**config.mk**
```make
export PLATFORM = sky130hd
export DESIGN_NAME = return_stack_and_pc_unit
export DESIGN_NICKNAME = d
export VERILOG_FILES = /design/src/design/stack_pkg.sv /design/src/design/return_stack_and_pc_unit.sv
export SDC_FILE = /design/constraint.sdc
export NUM_CORES = 2
export LEC_CHECK = 0
export BUFFER_PORTS_ARGS = -buffer_cell sky130_fd_sc_hd__buf_2
export CORE_AREA = 2 2 365 367
export DETAILED_ROUTE_END_ITERATION = 10
export DIE_AREA = 0 0 367 369
export GPL_TIMING_DRIVEN = 0
export PLACE_DENSITY = 0.52
export SYNTH_ARGS = -nofsm -noshare
export SYNTH_HDL_FRONTEND = slang
export SYNTH_SLANG_ARGS = --single-unit
```
**constraint.sdc**
```tcl
create_clock -name clk -period 5.7 [get_ports clk]
set_input_delay 1.425 -clock clk [delete_from_list [all_inputs] [get_ports clk]]
set_output_delay 1.425 -clock clk [all_outputs]
set_load 0.005 [all_outputs]
```
**src/design/stack_pkg.sv**
```systemverilog
package stack_pkg;
    localparam int PC_WIDTH = 21;
    localparam int PTR_WIDTH = 5;
    localparam int STACK_DEPTH = 31;
    localparam logic [4:0] PTR_MAX = 5'h1F;
    localparam logic [4:0] PTR_RESET = 5'h00;
    localparam logic [20:0] PC_RESET = 21'h000000;
    localparam logic [20:0] PC_STEP = 21'h000002;
    localparam logic [7:0] STATUS_RESET = 8'h00;
    // Register addresses on the plain register port
    localparam logic [3:0] ADDR_STACK_PTR = 4'h0;
    localparam logic [3:0] ADDR_TOP_UPPER = 4'h1;
    localparam logic [3:0] ADDR_TOP_HIGH = 4'h2;
    localparam logic [3:0] ADDR_TOP_LOW = 4'h3;
    localparam logic [3:0] ADDR_PC_LOW = 4'h4;
    localparam logic [3:0] ADDR_PC_HIGH_LATCH = 4'h5;
    localparam logic [3:0] ADDR_PC_UPPER_LATCH = 4'h6;
    // Field positions in the stack pointer register
    localparam int FULL_BIT = 7;
    localparam int UNDERFLOW_BIT = 6;

    typedef enum logic [2:0] {
        op_none,
        op_call,
        op_return,
        op_push,
        op_pop,
        op_jump
    } seq_op_type;

    typedef struct packed {
        logic [7:0] status;
        logic [7:0] working;
        logic [7:0] bank;
    } core_regs_type;

    typedef struct packed {
        seq_op_type op;
        logic fast;
        logic interrupt;
        logic [20:0] target;
        logic advance;
    } seq_cmd_type;
endpackage : stack_pkg

```
**src/design/return_stack_and_pc_unit.sv**
```systemverilog
// Contract
// RULE1: Pointer 0..31, up on push, down on pop
// RULE2: Any reset zeroes the pointer
// RULE3: Software reads and writes the pointer
// RULE4: 31 pushes set the full flag
// RULE5: Full flag cleared only by software or power-on
// RULE6: Fault reset on: 31st push stores pc+2, resets (code stores pc+2 only for a call; a push instruction stores pc)
// RULE7: Fault reset off: pointer sticks at 31
// RULE8: Empty pop loads zero, sets underflow flag
// RULE9: Underflow flag cleared only by software or power-on
// RULE10: Fault reset follows flag setting when enabled
// RULE11: Flags at bits 7,6; bit 5 zero; pointer 4:0
// RULE12: Push instruction increments, writes current pc
// RULE13: Top entry registers read and write entry
// RULE14: Pop instruction decrements the pointer
// RULE15: Interrupt vectoring captures shadow registers
// RULE16: Fast return restores shadow registers
// RULE17: Nested interrupt overwrites shadow values
// RULE18: Fast call loads shadow registers
// RULE19: 21-bit pc, upper bytes via latches
// RULE20: Pc bit 0 is zero, steps by 2 (a return loads a software-written odd top entry as is)
// RULE21: Calls, jumps, branches bypass the latches
// RULE22: Pc low write loads, read copies latches
// RULE23: Push increments first, pop reads first
`timescale 1ns/1ns
module return_stack_and_pc_unit
    import stack_pkg::*;
(
    input wire logic clk,                 // Core clock
    input wire logic nrst,                // Async reset, active low
    input wire logic power_on,            // High for a power-on reset
    input wire logic stack_fault_reset_enable, // Configuration bit
    input wire seq_cmd_type cmd,          // Sequencer command
    input wire core_regs_type core_regs,  // Live status, working, bank
    input wire logic [3:0] addr,          // Register address
    input wire logic [7:0] wdata,         // Write data
    input wire logic wr,                  // Write strobe
    input wire logic rd,                  // Read strobe
    output logic [7:0] rdata,             // Read data, cycle after rd
    output logic [20:0] pc,               // Program counter
    output core_regs_type restore_regs,   // Shadow values
    output logic restore_valid,           // Pulse: load shadow values
    output logic device_reset             // Pulse: stack fault reset
);

    ////////////////////////////////////////////////////////////////////////
    logic [20:0] entry [1:STACK_DEPTH];
    logic [4:0] ptr;
    logic full;
    logic underflow;
    logic [7:0] high_latch;
    logic [4:0] upper_latch;
    core_regs_type shadow;
    logic pending_fault;
    logic [20:0] top_entry;

    wire logic is_push = (cmd.op == op_call) || (cmd.op == op_push);
    wire logic is_pop = (cmd.op == op_return) || (cmd.op == op_pop);
    wire logic at_top = (ptr == PTR_MAX);
    wire logic at_empty = (ptr == PTR_RESET);
    wire logic reg_wr_ptr = wr && (addr == ADDR_STACK_PTR);
    wire logic push_fills = is_push && !pending_fault && (ptr == PTR_MAX - 5'h01);
    wire logic pop_underflows = is_pop && !pending_fault && at_empty;

    ////////////////////////////////////////////////////////////////////////
    // Stack pointer
    always_ff @(posedge clk or negedge nrst) begin
        if (!nrst) begin
            ptr <= PTR_RESET; // RULE2
        end else if (pending_fault) begin
            ptr <= PTR_RESET; // RULE6
        end else if (is_push && !at_top) begin
            ptr <= ptr + 5'h01; // RULE1 RULE7 RULE12 RULE23
        end else if (is_pop && !at_empty) begin
            ptr <= ptr - 5'h01; // RULE1 RULE8 RULE14 RULE23
        end else if (reg_wr_ptr && !is_push && !is_pop) begin
            ptr <= wdata[4:0]; // RULE3
        end
    end

    ////////////////////////////////////////////////////////////////////////
    // Stack storage: written at the incremented slot
    genvar gi;
    generate
        for (gi = 1; gi <= STACK_DEPTH; gi++) begin : g_entry
            always_ff @(posedge clk or negedge nrst) begin
                if (!nrst) begin
                    entry[gi] <= PC_RESET;
                end else if (is_push && !at_top && (ptr + 5'h01) == 5'(gi)) begin
                    entry[gi] <= (cmd.op == op_call) ? pc + PC_STEP : pc; // RULE6 RULE12 RULE23
                end else if (wr && !at_empty && ptr == 5'(gi)) begin
                    if (addr == ADDR_TOP_UPPER) begin
                        entry[gi][20:16] <= wdata[4:0]; // RULE13
                    end else if (addr == ADDR_TOP_HIGH) begin
                        entry[gi][15:8] <= wdata; // RULE13
                    end else if (addr == ADDR_TOP_LOW) begin
                        entry[gi][7:0] <= wdata; // RULE13
                    end
                end
            end
        end
    endgenerate

    function automatic logic [20:0] top_value(input logic [4:0] p);
        top_value = (p == PTR_RESET) ? PC_RESET : entry[p];
    endfunction : top_value

    always_comb begin
        top_entry = top_value(ptr);
    end

    ////////////////////////////////////////////////////////////////////////
    // Sticky flags, cleared only by software or at power-on so a fault reset keeps them; hardware set beats software clear
    always_ff @(posedge clk) begin
        if (power_on) begin
            full <= 1'b0; // RULE5
            underflow <= 1'b0; // RULE9
        end else begin
            if (push_fills) begin
                full <= 1'b1; // RULE4 RULE7 RULE10
            end else if (reg_wr_ptr && !wdata[FULL_BIT]) begin
                full <= 1'b0; // RULE5
            end
            if (pop_underflows) begin
                underflow <= 1'b1; // RULE8 RULE10
            end else if (reg_wr_ptr && !wdata[UNDERFLOW_BIT]) begin
                underflow <= 1'b0; // RULE9
            end
        end
    end

    // Fault reset is raised at the same edge that sets the flag
    always_ff @(posedge clk or negedge nrst) begin
        if (!nrst) begin
            pending_fault <= 1'b0;
        end else begin
            pending_fault <= stack_fault_reset_enable && (push_fills || pop_underflows); // RULE10
        end
    end
    assign device_reset = pending_fault; // RULE6 RULE10

    ////////////////////////////////////////////////////////////////////////
    // Program counter and latches
    always_ff @(posedge clk or negedge nrst) begin
        if (!nrst) begin
            pc <= PC_RESET;
        end else if (pending_fault) begin
            pc <= PC_RESET;
        end else if (cmd.op == op_call || cmd.op == op_jump) begin
            pc <= {cmd.target[20:1], 1'b0}; // RULE21 RULE20
        end else if (cmd.op == op_return) begin
            pc <= top_value(ptr); // RULE8 RULE23
        end else if (wr && addr == ADDR_PC_LOW) begin
            pc <= {upper_latch, high_latch, wdata[7:1], 1'b0}; // RULE22 RULE19
        end else if (cmd.advance) begin
            pc <= pc + PC_STEP; // RULE20
        end
    end

    always_ff @(posedge clk or negedge nrst) begin
        if (!nrst) begin
            high_latch <= 8'h00;
            upper_latch <= 5'h00;
        end else if (rd && addr == ADDR_PC_LOW) begin
            high_latch <= pc[15:8]; // RULE22
            upper_latch <= pc[20:16]; // RULE22
        end else begin
            if (wr && addr == ADDR_PC_HIGH_LATCH) begin
                high_latch <= wdata;
            end
            if (wr && addr == ADDR_PC_UPPER_LATCH) begin
                upper_latch <= wdata[4:0];
            end
        end
    end

    ////////////////////////////////////////////////////////////////////////
    // Shadow registers, one deep, not software visible
    always_ff @(posedge clk or negedge nrst) begin
        if (!nrst) begin
            shadow <= '0;
        end else if (cmd.interrupt || (cmd.op == op_call && cmd.fast)) begin
            shadow <= core_regs; // RULE15 RULE17 RULE18
        end
    end

    always_ff @(posedge clk or negedge nrst) begin
        if (!nrst) begin
            restore_valid <= 1'b0;
            restore_regs <= '0;
        end else begin
            restore_valid <= (cmd.op == op_return) && cmd.fast; // RULE16
            restore_regs <= shadow; // RULE16
        end
    end

    ////////////////////////////////////////////////////////////////////////
    // Register read port
    always_ff @(posedge clk or negedge nrst) begin
        if (!nrst) begin
            rdata <= 8'h00;
        end else if (rd) begin
            if (addr == ADDR_STACK_PTR) begin
                rdata <= {full, underflow, 1'b0, ptr}; // RULE11 RULE3
            end else if (addr == ADDR_TOP_UPPER) begin
                rdata <= {3'h0, top_entry[20:16]}; // RULE13
            end else if (addr == ADDR_TOP_HIGH) begin
                rdata <= top_entry[15:8]; // RULE13
            end else if (addr == ADDR_TOP_LOW) begin
                rdata <= top_entry[7:0]; // RULE13
            end else if (addr == ADDR_PC_LOW) begin
                rdata <= pc[7:0]; // RULE19
            end else if (addr == ADDR_PC_HIGH_LATCH) begin
                rdata <= high_latch;
            end else if (addr == ADDR_PC_UPPER_LATCH) begin
                rdata <= {3'h0, upper_latch};
            end else begin
                rdata <= 8'h00;
            end
        end else begin
            rdata <= 8'h00;
        end
    end
endmodule : return_stack_and_pc_unit

```
==> results.json <==
{
  "yosys.cell_types.count": 92,
  "synth.area.top_cells": "dfrtp_1 45%, mux2i_1 17%, mux4_2 6.5%, o21ai_0 5.1%, nand2_1 4.9%",
  "synth_most_common_cell": "dfrtp_1",
  "grt_pass1_wl_um": 323800,
  "rr_worst_depth": 10,
  "violations": "capacitance limit, slew limit, setup timing",
  "critPathCaptureType": "flop",
  "globalplace.congestion": 1.065,
  "hold_ws_ns": 0.3601,
  "drv_cap": 13,
  "clock-sinks": 750,
  "cts_tree": "done",
  "via_per_inst": 6.236,
  "dr.pass1.iters": 6,
  "r2r-end": "entry[256]$_DFFE_PN0P_",
  "clock_path_buffers": 3,
  "crit_path_start_kind": "flop",
  "synthTopCellsByCount": "748 x dfrtp_1, 692 x mux2i_1, 548 x nand2_1, 425 x o21ai_0, 248 x clkbuf_1",
  "clk_pin_slew_ns": 0.07,
  "wl_per_cell_um": 40.08,
  "drv_slew": 115,
  "core_area_um2": 131100,
  "cp_data_arrival_time_ns": 6.29,
  "area_growth_pct": 14.85,
  "hold_viol": 0,
  "fp.dieH_um": 369,
  "grt_pass1_vias": 35690,
  "worstSkewPairLatency_ns": 0.72,
  "hold_start": "shadow[9]$_DFFE_PN0P_",
  "track_usage": 0.3517,
  "grt_util_met2": 0.4888,
  "worstPathMaxFanout": 10,
  "synth_top_area_frac": 0.4471,
  "antenna_found_initial": 28,
  "grt_max_degree": 108,
  "p_per_area_nw_per_um2": 540.8,
  "drive_gt1_frac": 0.1627,
  "use_met1": 0.4604,
  "drc": 0,
  "nNetsFinal": 4334,
  "io_buffers": 112,
  "required_ns": 6.25,
  "hp-class": "flop to flop",
  "status": "complete, but fails checks",
  "finalSetupViolCount": 4,
  "fin_crit_ns": 5.742,
  "async_reset_ff_frac": 0.9973,
  "synth-main-ff-cell": "dfrtp_1",
  "max_slew_margin": -0.06139,
  "syn_area_um2": 41860,
  "top_usage_layer": "met2",
  "r2r-start": "ptr[1]$_DFFE_PN0P_",
  "finalClockSkew_ns": 0.03231,
  "start_util": 0.3192,
  "rsz0062_at_grt": "no",
  "power_leakage_nw": 20.62,
  "syn_inst": 4042,
  "ys_seq_elements": 750,
  "initialDrtViolationCount": 6183,
  "num_rows": 133,
  "post-synth-top-area-cell": "dfrtp_1",
  "cts-hold-fix-buffers": 0,
  "cts_buffers": 90,
  "min_path_cells": 0,
  "setup_ws_ns": -0.04159,
  "reg2reg_setup_slack_ns": -0.04,
  "fin_tns_setup_ns": -0.07003,
  "ys_seq_area_frac": 0.4481,
  "period_share": 1.007,
  "num_vias": 37970,
  "clock.fmax_mhz": 174.2,
  "hold_end": "restore_regs[9]$_DFF_PN0_",
  "syn_avg_cell_area_um2": 10.36,
  "htreeDepth": 3,
  "root_buffer": "clkbuf_16",
  "layout.cells.non_filler": 6089,
  "placedCellCount": 5919,
  "met3_usage": 0.1217,
  "die-area_um2": 135400,
  "p_total_mw": 26.00,
  "die_w_um": 367,
  "antenna_left": 0,
  "yosysWarnings": 0,
  "tightest_slew_ns": 1.592,
  "io-pin-count": 124,
  "place.detailed.hpwl_um": 175800,
  "overflow": 0,
  "path_class": "flop to flop",
  "syn_nets": 4120,
  "peakVddDrop_uv": 247.1,
  "wirelength_um": 244000,
  "synth_edf_count": 0
}
-- report_power, final --
part,leakage [nW],total [mW],internal [mW],switching [mW]
Combinational,9.21,11.4,3.43,7.95
Clock,1.53,6.31,3.73,2.58
Sequential,9.88,8.32,7.15,1.17
-- final cells by class --
class,instances,area (µm²)
Clock inverter,30,474.2
Timing Repair Buffer,122,810.8
Inverter,13,48.80
Sequential cell,750,18760
Clock buffer,132,2654
Antenna cell,8,20.02
Multi-Input combinational cell,2882,21260
Buffer,397,1858
Tap cell,1755,2196
Fill cell,13270,83050
-- how the worst max path moves through the flow --
stage / startpoint / endpoint / slack [ns]
after global placement: nrst / entry[434]$_DFFE_PN0P_ / -14.52
after detailed placement: ptr[1]$_DFFE_PN0P_ / rdata[5]$_DFF_PN0_ / -0.80
final: ptr[1]$_DFFE_PN0P_ / entry[256]$_DFFE_PN0P_ / -0.04
after CTS: ptr[3]$_DFFE_PN0P_ / entry[256]$_DFFE_PN0P_ / 0.17
after global routing: ptr[3]$_DFFE_PN0P_ / entry[256]$_DFFE_PN0P_ / 0.03
after floorplan: ptr[0]$_DFFE_PN0P_ / ptr[0]$_DFFE_PN0P_ / 2.46
-- cells by family (layout without fill, tap and decap cells) --
family | after synthesis | count (layout) | share of synthesized area
AND/OR/NAND/NOR | 1005 | 1005 | 0.1084
buffers and inverters | 410 | 694 | 0.04480
adder cells (fa/ha/maj) | 9 | 9 | 0.002690
XOR/XNOR | 39 | 39 | 0.008518
multiplexers | 913 | 913 | 0.2590
flip-flops | 750 | 750 | 0.4481
other | 0 | 8 | 0
AO/OA/AOI/OAI | 916 | 916 | 0.1285
-- through the flow --
stage | worst slack [ns] | instance area [µm²] | util
finish | -0.04159 | 48080 | 0.3666
global route | 0.02922 | 48060 | 0.3665
CTS | 0.1691 | 48060 | 0.3665
detailed placement | -0.7960 | 44900 | 0.3424
global placement | -14.52 | 44620 | 0.3403
floorplan | 2.461 | 41860 | -
-- critical path: stages (launching register included) --
cell and delay (ns):
dfrtp_1 0.70, ha_1 0.25, clkbuf_1 0.60, clkbuf_1 0.95, and3_1 0.31, ha_1 0.31, nor2_1 0.37, nand2_1 0.40
nor2_1 0.82, clkbuf_1 0.62, o21ai_0 0.23
-- layout by cell type, fill, tap and decap left out, drive strengths merged, types with 10 or more instances in the layout --
cell,instances
nor2,217
clkbuf,381
mux2i,692
inv,16
buf,270
nor3,24
xor2,12
dfrtp,748
a211oi,105
mux2,96
clkinv,13
a21oi,181
nand3,36
nor2b,94
nand4,29
nand2,548
bufinv,11
o21ai,478
and3,14
mux4,125
a221oi,26
a221o,10
a22oi,25
xnor2,27
o22ai,14
-- routing by layer --
metal	up-vias	wire length [µm]
met1	19610	96890
met3	710	29230
met4	18	19040
met2	2670	98760
li1	14960	-
met5	-	123
-- flip-flops by register name, indices dropped and copies added (netlist names) --
register / count
shadow: 24
entry: 651
restore_valid: 1
upper_latch: 5
device_reset: 1
ptr: 5
rdata: 8
high_latch: 8
restore_regs: 24
pc: 21
underflow: 1
full: 1
-- what timing repair did --
item                       CTS  global route
buffers inserted             0             0
gates resized for setup      6             0
setup endpoints to repair   26             0
Note: power is estimated with default switching activity, not from simulation.
